File: config.mk
export PLATFORM = sky130hd
export DESIGN_NAME = rxst_top
export DESIGN_NICKNAME = d
export VERILOG_FILES = /design/src/inc/rxst_pkg.sv /design/src/core/rxst_flag_calc.sv /design/src/core/rxst_top.sv
export SDC_FILE = /design/constraint.sdc
export NUM_CORES = 1
export LEC_CHECK = 0
export ABC_CLOCK_PERIOD_IN_PS = 5500
export BUFFER_PORTS_ARGS = -buffer_cell sky130_fd_sc_hd__buf_2
export CORE_MARGIN = 2
export CORE_UTILIZATION = 45
export DETAILED_ROUTE_END_ITERATION = 7
export PLACE_DENSITY = 0.78
export SLEW_MARGIN = 5
export SYNTH_ARGS = -nofsm -noshare
export SYNTH_HDL_FRONTEND = slang
export SYNTH_SLANG_ARGS = --single-unit
File: constraint.sdc
create_clock -name ref_clk_i -period 5.5 [get_ports ref_clk_i]
set_clock_uncertainty 0.15 [all_clocks]
set_input_delay 0.825 -clock ref_clk_i [delete_from_list [all_inputs] [get_ports ref_clk_i]]
set_output_delay 0.825 -clock ref_clk_i [all_outputs]
set_load 0.03 [all_outputs]
File: src/inc/rxst_pkg.sv
// rxst_pkg: shared constants and carrier types of the receive stream and statistics block
package rxst_pkg;

	// ****************************************
	// statistics vector layout
	// ****************************************
	localparam int RXST_FULL_W = 29;
	localparam int RXST_BASE_W = 28;
	localparam int RXST_LOW_W = 22;
	localparam int B_PFC = 28;
	localparam int B_ADDR = 27;
	localparam int B_ALIGN = 26;
	localparam int B_LEN = 25;
	localparam int B_BADOP = 24;
	localparam int B_PAUSE = 23;
	localparam int B_BYTE = 22;

	// ****************************************
	// frame field values
	// ****************************************
	localparam logic [15:0] MIN_LEN_FIELD = 16'h002E;
	localparam logic [15:0] PAD_FRAME_LEN = 16'h0040;
	localparam logic [15:0] PAUSE_OPCODE = 16'h0001;

	// ****************************************
	// register map (byte addresses)
	// ****************************************
	localparam int AW = 5;
	localparam logic [AW-1:0] REG_CTRL = 5'h00;
	localparam logic [AW-1:0] REG_STATUS = 5'h04;
	localparam logic [AW-1:0] REG_MASK = 5'h08;
	localparam logic [AW-1:0] REG_STATS = 5'h0C;
	localparam logic [AW-1:0] REG_COUNT = 5'h10;
	localparam int CTL_LENCHK = 0;
	localparam int CTL_PROMISC = 1;
	localparam logic [1:0] CTRL_RST = 2'h1;
	localparam int IRQ_FRAME = 0;
	localparam int IRQ_ERR = 1;
	localparam int IRQ_PAUSE = 2;
	localparam int IRQ_BADOP = 3;
	localparam int IRQ_W = 4;
	localparam logic [IRQ_W-1:0] MASK_RST = 4'h0;

	// ****************************************
	// carrier types
	// ****************************************
	typedef struct packed {
		logic [7:0] data;
		logic valid;
		logic last;
		logic err;
	} rxst_byte_t;

	typedef struct packed {
		logic frame_ok;
		logic fcs_ok;
		logic odd_nibble;
		logic speed_gig;
		logic len_is_length;
		logic [15:0] len_field;
		logic [15:0] client_bytes;
		logic [15:0] frame_bytes;
		logic ctrl_type;
		logic [15:0] opcode;
		logic da_ctrl_mcast;
		logic da_station;
		logic pause_acted;
		logic pfc_valid;
		logic filter_hit;
		logic [RXST_LOW_W-1:0] low_stats;
	} rxst_frame_t;

	typedef struct packed {
		logic priority_flow_control;
		logic addr;
		logic align;
		logic len;
		logic badop;
		logic pause;
	} rxst_flags_t;

endpackage

File: src/core/rxst_flag_calc.sv
// rxst_flag_calc: derives the upper statistics flags from one frame summary
`timescale 1ns/1ns
module rxst_flag_calc import rxst_pkg::*; #(
	parameter bit PFC_EN = 1'b0,
	parameter bit FILTER_EN = 1'b1
) (
	// frame summary and controls
	input wire rxst_frame_t frame_i,
	input wire logic len_chk_en_i,
	input wire logic promisc_i,
	// derived flags
	output rxst_flags_t flags_o
);

	// ****************************************
	// flag decode
	// ****************************************
	logic len_mismatch;
	logic short_unpadded;
	logic is_pause;

	// length checks
	assign len_mismatch = len_chk_en_i && frame_i.len_is_length
		&& (frame_i.len_field != frame_i.client_bytes);
	assign short_unpadded = frame_i.len_is_length && (frame_i.len_field < MIN_LEN_FIELD)
		&& (frame_i.frame_bytes != PAD_FRAME_LEN);
	assign is_pause = frame_i.opcode == PAUSE_OPCODE;

	// flag assembly
	always_comb begin
		flags_o.priority_flow_control = PFC_EN && frame_i.pfc_valid;
		flags_o.addr = !FILTER_EN || promisc_i || frame_i.filter_hit;
		flags_o.align = !frame_i.speed_gig && frame_i.odd_nibble && !frame_i.fcs_ok;
		flags_o.len = len_mismatch || short_unpadded;
		flags_o.badop = frame_i.frame_ok && frame_i.ctrl_type && !is_pause;
		flags_o.pause = frame_i.frame_ok && frame_i.ctrl_type && is_pause
			&& (frame_i.da_ctrl_mcast || frame_i.da_station) && frame_i.pause_acted;
	end

endmodule // rxst_flag_calc

File: src/core/rxst_top.sv
// rxst_top: audio/video receive stream port, receive statistics vector and register slave
`timescale 1ns/1ns
module rxst_top import rxst_pkg::*; #(
	parameter bit PFC_EN = 1'b0,
	parameter bit FILTER_EN = 1'b1,
	parameter int VEC_W = PFC_EN ? RXST_FULL_W : RXST_BASE_W
) (
	// clock and reset
	input wire logic ref_clk_i,
	input wire logic srst_i,
	// receive engine byte stream and frame summary
	input wire rxst_byte_t eng_byte_i,
	input wire logic eng_byte_active_i,
	input wire logic eng_stats_valid_i,
	input wire rxst_frame_t eng_frame_i,
	// audio/video receive stream
	output logic [7:0] av_rx_byte_out_o,
	output logic av_rx_byte_qualifier_o,
	output logic av_rx_frame_end_o,
	output logic av_rx_frame_error_o,
	// statistics
	output logic [VEC_W-1:0] rx_stats_vector_o,
	output logic rx_stats_valid_o,
	// avalon-mm slave
	input wire logic [AW-1:0] avs_address_i,
	input wire logic avs_read_i,
	input wire logic avs_write_i,
	input wire logic [3:0] avs_byteenable_i,
	input wire logic [31:0] avs_writedata_i,
	output logic [31:0] avs_readdata_o,
	output logic avs_waitrequest_o,
	// interrupt
	output logic irq_o
);

	// ****************************************
	// declarations
	// ****************************************
	logic [1:0] ctrl_r;
	logic [IRQ_W-1:0] status_r;
	logic [IRQ_W-1:0] status_nxt;
	logic [IRQ_W-1:0] mask_r;
	logic [IRQ_W-1:0] event_set;
	logic [31:0] frame_count_r;
	logic [31:0] readdata_nxt;
	logic ack_r;
	logic req;
	logic wr_take;
	logic frame_err_r;
	logic [VEC_W-1:0] stats_r;
	logic [RXST_FULL_W-1:0] vec_full;
	rxst_flags_t flags;

	// register word select, used by read mux and write decode
	function automatic logic hit(input logic [AW-1:0] a, input logic [AW-1:0] off);
		hit = (a[AW-1:2] == off[AW-1:2]);
	endfunction

	// ****************************************
	// avalon-mm slave
	// ****************************************
	// one wait cycle then the answer; request held by master meanwhile
	assign req = avs_read_i || avs_write_i;
	assign avs_waitrequest_o = req && !ack_r;
	assign wr_take = avs_write_i && ack_r;

	// acknowledge pulses on the second cycle of each request
	always_ff @(posedge ref_clk_i) begin
		if (srst_i) begin
			ack_r <= 1'b0;
		end else begin
			ack_r <= req && !ack_r;
		end
	end

	// read mux, unmapped offsets read zero
	always_comb begin
		readdata_nxt = 32'h00000000;
		if (hit(avs_address_i, REG_CTRL)) begin
			readdata_nxt = {30'h00000000, ctrl_r};
		end else if (hit(avs_address_i, REG_STATUS)) begin
			readdata_nxt = {28'h0000000, status_r};
		end else if (hit(avs_address_i, REG_MASK)) begin
			readdata_nxt = {28'h0000000, mask_r};
		end else if (hit(avs_address_i, REG_STATS)) begin
			readdata_nxt = 32'(stats_r);
		end else if (hit(avs_address_i, REG_COUNT)) begin
			readdata_nxt = frame_count_r;
		end
	end

	// read data captured as waitrequest drops
	always_ff @(posedge ref_clk_i) begin
		if (srst_i) begin
			avs_readdata_o <= 32'h00000000;
		end else if (avs_read_i && !ack_r) begin
			avs_readdata_o <= readdata_nxt;
		end
	end

	// control register: length check enable and promiscuous mode
	always_ff @(posedge ref_clk_i) begin
		if (srst_i) begin
			ctrl_r <= CTRL_RST;
		end else if (wr_take && hit(avs_address_i, REG_CTRL) && avs_byteenable_i[0]) begin
			ctrl_r <= avs_writedata_i[1:0];
		end
	end

	// interrupt mask register
	always_ff @(posedge ref_clk_i) begin
		if (srst_i) begin
			mask_r <= MASK_RST;
		end else if (wr_take && hit(avs_address_i, REG_MASK) && avs_byteenable_i[0]) begin
			mask_r <= avs_writedata_i[IRQ_W-1:0];
		end
	end

	// ****************************************
	// interrupt status
	// ****************************************
	// events from the statistics strobe and the stream error flag
	always_comb begin
		event_set = '0;
		event_set[IRQ_FRAME] = eng_stats_valid_i;
		event_set[IRQ_ERR] = eng_byte_i.valid && eng_byte_i.last && (eng_byte_i.err || frame_err_r);
		event_set[IRQ_PAUSE] = eng_stats_valid_i && flags.pause;
		event_set[IRQ_BADOP] = eng_stats_valid_i && flags.badop;
	end

	// write one clears; a new event in the same cycle wins
	always_comb begin
		status_nxt = status_r;
		if (wr_take && hit(avs_address_i, REG_STATUS) && avs_byteenable_i[0]) begin
			status_nxt = status_r & ~avs_writedata_i[IRQ_W-1:0];
		end
		status_nxt = status_nxt | event_set;
	end

	// sticky status bits
	always_ff @(posedge ref_clk_i) begin
		if (srst_i) begin
			status_r <= '0;
		end else begin
			status_r <= status_nxt;
		end
	end

	// level interrupt from unmasked status
	assign irq_o = |(status_r & mask_r);

	// frames seen counter, wraps
	always_ff @(posedge ref_clk_i) begin
		if (srst_i) begin
			frame_count_r <= 32'h00000000;
		end else if (eng_stats_valid_i) begin
			frame_count_r <= frame_count_r + 32'h00000001;
		end
	end

	// ****************************************
	// audio/video stream port
	// ****************************************
	// error seen on any earlier byte of the current frame
	always_ff @(posedge ref_clk_i) begin
		if (srst_i) begin
			frame_err_r <= 1'b0;
		end else if (eng_byte_i.valid && eng_byte_i.last) begin
			frame_err_r <= 1'b0;
		end else if (eng_byte_i.valid && eng_byte_i.err) begin
			frame_err_r <= 1'b1;
		end
	end

	// one registered byte per transfer, all controls active high
	always_ff @(posedge ref_clk_i) begin
		if (srst_i) begin
			av_rx_byte_out_o <= 8'h00;
			av_rx_byte_qualifier_o <= 1'b0;
			av_rx_frame_end_o <= 1'b0;
			av_rx_frame_error_o <= 1'b0;
		end else begin
			av_rx_byte_out_o <= eng_byte_i.data;
			av_rx_byte_qualifier_o <= eng_byte_i.valid;
			av_rx_frame_end_o <= eng_byte_i.valid && eng_byte_i.last;
			av_rx_frame_error_o <= eng_byte_i.valid && eng_byte_i.last
				&& (eng_byte_i.err || frame_err_r);
		end
	end

	// ****************************************
	// statistics vector
	// ****************************************
	rxst_flag_calc #(
		.PFC_EN(PFC_EN),
		.FILTER_EN(FILTER_EN)
	) u_flag_calc (
		.frame_i(eng_frame_i),
		.len_chk_en_i(ctrl_r[CTL_LENCHK]),
		.promisc_i(ctrl_r[CTL_PROMISC]),
		.flags_o(flags)
	);

	// full vector; the width parameter drops the priority bit when absent
	assign vec_full = {flags.priority_flow_control, flags.addr, flags.align, flags.len, flags.badop, flags.pause,
		eng_byte_active_i, eng_frame_i.low_stats};

	// latched at frame end and held; byte activity refreshed every cycle
	always_ff @(posedge ref_clk_i) begin
		if (srst_i) begin
			stats_r <= '0;
		end else begin
			if (eng_stats_valid_i) begin
				stats_r <= vec_full[VEC_W-1:0];
			end
			stats_r[B_BYTE] <= eng_byte_active_i;
		end
	end

	// valid strobe aligned with the latched vector
	always_ff @(posedge ref_clk_i) begin
		if (srst_i) begin
			rx_stats_valid_o <= 1'b0;
		end else begin
			rx_stats_valid_o <= eng_stats_valid_i;
		end
	end

	assign rx_stats_vector_o = stats_r;

	// ****************************************
	// checks
	// ****************************************
	stream_byte_a: assert property (@(posedge ref_clk_i) disable iff (srst_i)
		$past(eng_byte_i.valid) && !$past(srst_i) |-> av_rx_byte_qualifier_o
		&& av_rx_byte_out_o == $past(eng_byte_i.data))
		else $error("stream byte not passed through");

	stream_last_a: assert property (@(posedge ref_clk_i) disable iff (srst_i)
		!$past(srst_i) |-> av_rx_frame_end_o == $past(eng_byte_i.valid && eng_byte_i.last)
		&& (!av_rx_frame_end_o || av_rx_byte_qualifier_o))
		else $error("frame end flag wrong or without valid byte");

	stream_error_a: assert property (@(posedge ref_clk_i) disable iff (srst_i)
		$past(eng_byte_i.valid && eng_byte_i.last && eng_byte_i.err) && !$past(srst_i)
		|-> av_rx_frame_error_o && av_rx_frame_end_o)
		else $error("errored frame end not flagged");

	stream_user_a: assert property (@(posedge ref_clk_i) disable iff (srst_i)
		av_rx_frame_error_o |-> av_rx_frame_end_o && av_rx_byte_qualifier_o)
		else $error("error flag outside frame end");

	addr_hold_a: assert property (@(posedge ref_clk_i) disable iff (srst_i)
		rx_stats_valid_o && (!FILTER_EN || $past(ctrl_r[CTL_PROMISC])) |-> rx_stats_vector_o[B_ADDR])
		else $error("address match not held high");

	addr_match_a: assert property (@(posedge ref_clk_i) disable iff (srst_i)
		eng_stats_valid_i && eng_frame_i.filter_hit |=> rx_stats_vector_o[B_ADDR])
		else $error("address match lost");

	align_err_a: assert property (@(posedge ref_clk_i) disable iff (srst_i)
		eng_stats_valid_i |=> rx_stats_vector_o[B_ALIGN] == $past(!eng_frame_i.speed_gig
		&& eng_frame_i.odd_nibble && !eng_frame_i.fcs_ok))
		else $error("alignment flag wrong");

	len_short_a: assert property (@(posedge ref_clk_i) disable iff (srst_i)
		eng_stats_valid_i && eng_frame_i.len_is_length && eng_frame_i.len_field < MIN_LEN_FIELD
		&& eng_frame_i.frame_bytes != PAD_FRAME_LEN |=> rx_stats_vector_o[B_LEN])
		else $error("short unpadded frame not flagged");

	len_check_a: assert property (@(posedge ref_clk_i) disable iff (srst_i)
		eng_stats_valid_i && ctrl_r[CTL_LENCHK] && eng_frame_i.len_is_length
		&& eng_frame_i.len_field != eng_frame_i.client_bytes |=> rx_stats_vector_o[B_LEN])
		else $error("length mismatch not flagged");

	bad_opcode_a: assert property (@(posedge ref_clk_i) disable iff (srst_i)
		eng_stats_valid_i |=> rx_stats_vector_o[B_BADOP] == $past(eng_frame_i.frame_ok
		&& eng_frame_i.ctrl_type && eng_frame_i.opcode != PAUSE_OPCODE))
		else $error("bad opcode flag wrong");

	pause_seen_a: assert property (@(posedge ref_clk_i) disable iff (srst_i)
		rx_stats_valid_o && rx_stats_vector_o[B_PAUSE] |-> $past(eng_frame_i.frame_ok
		&& eng_frame_i.pause_acted && eng_frame_i.opcode == PAUSE_OPCODE))
		else $error("pause flag without acted pause");

	byte_live_a: assert property (@(posedge ref_clk_i) disable iff (srst_i)
		!$past(srst_i) |-> rx_stats_vector_o[B_BYTE] == $past(eng_byte_active_i))
		else $error("byte activity bit stale");

	stats_strobe_a: assert property (@(posedge ref_clk_i) disable iff (srst_i)
		eng_stats_valid_i ##1 !eng_stats_valid_i |-> rx_stats_valid_o ##1 !rx_stats_valid_o)
		else $error("statistics strobe not one cycle");

	stats_hold_a: assert property (@(posedge ref_clk_i) disable iff (srst_i)
		!rx_stats_valid_o && !$past(srst_i) |-> rx_stats_vector_o[B_ADDR:B_PAUSE]
		== $past(rx_stats_vector_o[B_ADDR:B_PAUSE]))
		else $error("statistics vector changed between strobes");

	// priority bit only exists with the option built in
	if (PFC_EN) begin : g_pfc_chk
		pfc_bit_a: assert property (@(posedge ref_clk_i) disable iff (srst_i)
			eng_stats_valid_i |=> rx_stats_vector_o[VEC_W-1] == $past(eng_frame_i.pfc_valid))
			else $error("priority frame flag wrong");
	end

	bus_wait_a: assert property (@(posedge ref_clk_i) disable iff (srst_i)
		$rose(avs_read_i) |-> avs_waitrequest_o ##1 !avs_waitrequest_o)
		else $error("read not answered in one wait cycle");

	irq_level_a: assert property (@(posedge ref_clk_i) disable iff (srst_i)
		$past(eng_stats_valid_i) && mask_r[IRQ_FRAME] && !$past(srst_i) |-> irq_o)
		else $error("unmasked frame event gave no interrupt");

endmodule // rxst_top

==> metrics, run 1 <==
die height=110 µm; Post-DRT Antenna Nets=0; CTS tree=yes; synth top area cells=dfxtp_1 (46%), nor2_1 (6.7%), mux2i_1 (5.8%), xor2_1 (5.6%), a22oi_1 (4.2%); drt drc=0; Syn Nets=701; Inserted Clock Buffers=17; r2r setup slk=approximately 3.2 ns; iteration-0 DRC count of the detailed router=241; io pins=229; Worst VDD drop=0.000207 V; mux cell area share after synthesis=about 6.0%; GPL Wtd Cong=0.743; Final setup viols=0; fraction of the mapped netlist area in adder cells=0.249%; Clock Sink Count=116; Peak Freq=412 MHz; Detailed Place HPWL=9.78 mm; worst reg2reg path depth=6; Die Width=110 µm; Hold Crit Depth=2; Cell Pwr Density=340 nW/µm²; Post-Syn Area per Cell=9.22 µm²; Rel. slew slack=28.6%; setup slack after placement=2.51 ns; XOR/XNOR Fraction of Synth Area=7.67%; Routed WL per cell=15.5 µm; Clk pin slew, worst setup/hold paths=0.06 ns; dpl cells=851; compound-gate portion of the synthesized area=13.3%; synthesized-area fraction occupied by and/or/nand/nor cells=a little under a quarter; Setup crit end kind=flop; Placed Instance Area=6090 µm²; CP required=5.72 ns; RR Endpoint=frame_count_r[22]; largest net degree at the start of global routing=91; clock period minus worst slack=between 2 and 2.5 ns; WL final=13.7 mm; vias in the first global route=4786; latest clock arrival within the worst-skew pair=0.51 ns; setup slack after layout=3.07 ns; vias post-DR=approximately 4700; endpoints failing hold=0; # rows=38; post-route cell area=roughly 6700 µm²; die outline area=roughly 12000 µm²; Root Buffer=clkbuf_8; Post-CTS Setup Bufs=0; reg2reg start=frame_count_r[0]; Lkg Pwr=0.00306 µW; initial antenna violation count=0; largest family of logic cells by synthesized area=simple AND/OR/NAND/NOR gates; WS Path Type=input port to flop; Core Box Area=10900 µm²; area added between synthesis and finish=34.3%; commonest non-fill, non-tap cell in the layout=buf_2; worst slew pin tran=around 1.1 ns; number of vias per cell=5.38; share of the synthesized area in the top cell type=46.2%; library cells used by synthesis=between 40 and 50; Seq/Total Area, Yosys=46.2%; Crit Path Max Fanout=21; Util after Layout=about 62%; share of layout cells above drive strength 1=32.8%; Port-buffer cells=approximately 190; HP Class=flop to flop; post-cts resize count=0; initial core utilization=46.1%; first-pass GRT wire length=21.6 mm; grt total ovfl=0; Initial DRT Pass Iterations=4; RSZ-0062 raised after global routing=false; Critical path destination=frame_count_r[21]; cell taking the most area after synthesis=dfxtp_1; max_cap viols=0; CP startpoint kind=input port; yosys warns=0; diode count=0; Layout Cells excl Fill=883; Tcrit/Tclk final=44.1%; commonest non-fill, non-tap cells in the layout=buf_2 (193), dfxtp_1 (116), nor2_1 (89); post-synthesis cell count=approximately 550; final net count=886; H-Tree Depth=4; Max clock buf depth=2; setup TNS=0 ns; crit path from=eng_stats_valid_i; Mapped Area=5020 µm²; GRT Total Usage=23.3%; synthesized flop and latch total=116; hold-fix buffers at CTS=0; fin. max-slew vios=0; critical path data arrival time=2.65 ns; status=finished clean
## sequential cells by signal, summed over array words and instances, names as in the netlist
| register | count |
|---|---|
| av_rx_frame_error_o | 1 |
| av_rx_byte_out_o | 8 |
| av_rx_frame_end_o | 1 |
| frame_count_r | 32 |
| av_rx_byte_qualifier_o | 1 |
| frame_err_r | 1 |
| mask_r | 4 |
| rx_stats_vector_o | 28 |
| ctrl_r | 2 |
| rx_stats_valid_o | 1 |
| ack_r | 1 |
| status_r | 4 |
| avs_readdata_o | 32 |
## where the power goes
part	total [µW]	switching [µW]	internal [µW]
sequential	879	16.1	863
clock	1210	369	843
combinational	201	123	78.0
## per-stage QoR
stage / power [µW] / hold WS [ns]
after floorplan: 1010 / 0.297
after global placement: 1090 / 0.290
after detailed placement: 1100 / 0.296
after CTS: 2310 / 0.303
after global routing: 2370 / 0.328
final: 2290 / 0.300
## critical path, cell delays in order
cell and delay, ns:
buf_2 0.43, nand4_2 0.34, nor4_4 0.54, nor3b_2 0.30
xnor2_1 0.14, nor2_1 0.05
## routing by layer
layer	track usage [%]	vias up	share of wire (%)
li1	-	2298	-
met1	25.2	2241	39
met2	43.3	182	52
met3	5.28	28	6.8
met4	10.0	0	2.0
met5	0	-	0
## worst min path at each step
| stage | from | end | slack, ns |
|---|---|---|---|
| 2_1_floorplan | status_r[2] | status_r[2] | 0.30 |
| 3_3_place_gp | avs_readdata_o[30] | avs_readdata_o[30] | 0.29 |
| 3_5_place_dp | avs_readdata_o[30] | avs_readdata_o[30] | 0.30 |
| 4_1_cts | avs_readdata_o[31] | avs_readdata_o[31] | 0.30 |
| 5_1_grt | avs_readdata_o[31] | avs_readdata_o[31] | 0.33 |
| 6_report | avs_readdata_o[31] | avs_readdata_o[31] | 0.30 |
## logic make-up (layout without fill, tap and decap cells)
group / Yosys count / after routing
xor+xnor: 44 / 44
mux: 30 / 30
fa+ha+maj: 1 / 1
flops: 116 / 116
buf+inv: 38 / 236
simple gates: 221 / 221
compound gates: 95 / 95
## synthesized netlist by cell type
cell,n
clkbuf_1,26
nor3b_1,2
o22ai_1,2
nor3_1,2
dfxtp_1,116
buf_1,3
mux2_2,1
or3_1,6
o21a_1,1
a211oi_1,2
a21oi_1,23
a31o_2,1
xnor2_1,12
o211ai_1,2
nand3_1,18
nor4_4,3
nor2b_1,16
nor2_1,90
o21ai_0,9
and4_1,3
nor3b_2,3
a22o_1,24
nand2_1,31
inv_1,5
nand3_4,1
nand3_2,1
nor4b_4,1
nor4b_1,3
a31o_1,1
and3_1,5
nor4_1,13
mux2i_1,29
xor2_1,32
inv_2,1
nand2b_1,8
o311ai_0,1
buf_2,3
a22oi_1,28
nand4_1,11
a211o_1,1
nand4_2,3
and3b_1,1
ha_1,1
## cell type report
type	count	area, µm²
Sequential cell	116	2320
Clock inverter	7	166
Clock buffer	25	494
Multi-Input combinational cell	391	2560
Fill cell	911	4140
Tap cell	140	175
Timing Repair Buffer	198	1000
Inverter	6	22.5
No activity file was read; power rests on OpenSTA's default activity.
==> inputs of run 2 (changes only) <==
- ABC_CLOCK_PERIOD_IN_PS: 5500 -> 2500
- clock period: 5.5 -> 2.5 ns (I/O delays scaled with it)
==> run 2 against run 1 <==
Compared with the run above: worst setup slack got worse by 2.8 ns; die area unchanged; utilization increased by 3.2 points; first-iteration DRC count increased by 5.0%; critical path depth increased by 1; clock power increased by 83%.
==> metrics, run 2 (synthesized netlist as in run 1, its figures left out) <==
Final setup viols=0; Post-DRT Antenna Nets=0; worst slew pin tran=around 0.98 ns; vias in the first global route=4850; crit-path cells=dlygate4sd3_1 > buf_2 > nor2_1 > dlygate4sd3_1 > nand3_1 > dlygate4sd3_1 > a21oi_1; Max clock buf depth=2; vias post-DR=4858; GPL Wtd Cong=0.779; slowest CP cell=dlygate4sd3_1; WL final=14.5 mm; drt drc=0; Port-buffer cells=194; crit-path max cell delay=0.59 ns; Die Width=~110 µm; Worst path top cell family by delay=buffers and inverters; r2r setup slk=~0.28 ns; Core Box Area=approximately 11000 µm²; Lkg Pwr=0.00321 µW; commonest non-fill, non-tap cell in the layout=buf_2; total power=4670 µW; reg2reg start=frame_count_r[0]; endpoints failing hold=0; Worst VDD drop=0.000481 V; Initial DRT Pass Iterations=5; footprint of the multi-input gates=2560 µm²; RR Endpoint=frame_count_r[22]; die outline area=12000 µm²; Crit path top cell by count=dlygate4sd3_1; Worst Path Buf+Inv=4; GRT Total Usage=24.6%; CTS tree=yes; clock period minus worst slack=2.22 ns; Routed WL per cell=15.6 µm; initial core utilization=a little under half; Root Buffer=clkbuf_8; HP Start=avs_read_i; # rows=38; Tcrit/Tclk final=around nine tenths; Clock Sink Count=116; area taken by flip-flops and latches=~2300 µm²; Peak Freq=approximately 450 MHz; final net count=slightly above 900; post-cts resize count=0; Hold Crit Depth=3; CP required=2.79 ns; Inserted Clock Buffers=17; die height=110 µm; grt total ovfl=0; max_cap viols=0; initial antenna violation count=0; worst reg2reg path depth=6; latest clock arrival within the worst-skew pair=0.51 ns; iteration-0 DRC count of the detailed router=~250; CP startpoint kind=input port; commonest non-fill, non-tap cells in the layout=buf_2 (193), dfxtp_1 (116), nor2_1 (89); largest net degree at the start of global routing=69; diode count=0; post-route cell area=7090 µm²; hold endpoint=ack_r; Rel. slew slack=34.5%; Clk pin slew, worst setup/hold paths=0.06 ns; area added between synthesis and finish=41.2%; fin. max-slew vios=0; critical path data arrival time=2.51 ns; Post-CTS Setup Bufs=0; setup TNS=0 ns; share of layout cells above drive strength 1=31.3%; FILL cells=896; H-Tree Depth=4; RSZ-0062 raised after global routing=false; number of vias per cell=5.23; status=finished clean; Crit Path Max Fanout=1; Cell Pwr Density=658 nW/µm²; first-pass GRT wire length=22.6 mm; Setup crit end kind=flop; Util after Layout=between 60% and 70%; HP Class=input port to flop; Detailed Place HPWL=between 9 and 10 mm; io pins=229; WS Path Type=input port to flop; Placed Instance Area=6120 µm²
==> run 2: final cells by class <==
cell class,count,area share (%)
timing repair buffer,245,20.6
sequential,116,32.7
tap,140,2.47
clock buffer,21,6.19
inverter,6,0.317
clock inverter,10,1.53
multi-input combinational,391,36.1
==> run 2: worst max-delay path by stage <==
stage	from	end	cells after the start
2_1_floorplan	frame_count_r[0]	frame_count_r[22]	6
3_3_place_gp	frame_count_r[0]	frame_count_r[22]	6
3_5_place_dp	frame_count_r[0]	frame_count_r[22]	6
4_1_cts	frame_count_r[0]	frame_count_r[22]	6
5_1_grt	frame_count_r[0]	frame_count_r[22]	6
6_report	eng_frame_i[93]	rx_stats_vector_o[26]	7
==> run 2: where the power goes <==
part	internal, µW	leakage, µW	switching (µW)	total, µW
clock	1430	0.000267	797	2220
sequential	1900	0.000945	35.8	1940
combinational	220	0.00200	287	507
==> run 2: metal layers <==
layer,up-vias,part of all wire [%],global-route usage (%)
met3,11,6.4,6.99
met2,168,52,46.2
met1,2288,41,26.4
met4,0,1.0,7.87
li1,2391,-,-
met5,-,0,0
==> run 2: worst min-delay path, delay by kind of cell <==
kind	cells	cell delay [ns]
buffers and inverters	1	0.10
and+or+nand+nor	2	0.17
==> run 2: timing repair <==
item / 4_1_cts / 5_1_grt
endpoints found under the hold margin: 42 / 0
endpoints found under the setup margin: 0 / 0
hold buffers: 43 / 0
==> run 2: through the flow <==
step / hold WS, ns / cells / setup slack (ns)
CTS: 0.0255 / 929 / 0.285
finish: 0.0423 / 929 / 0.280
global route: 0.0224 / 929 / 0.0962
floorplan: 0.297 / 545 / 0.626
detailed placement: 0.296 / 855 / 0.283
global placement: 0.290 / 855 / 0.337
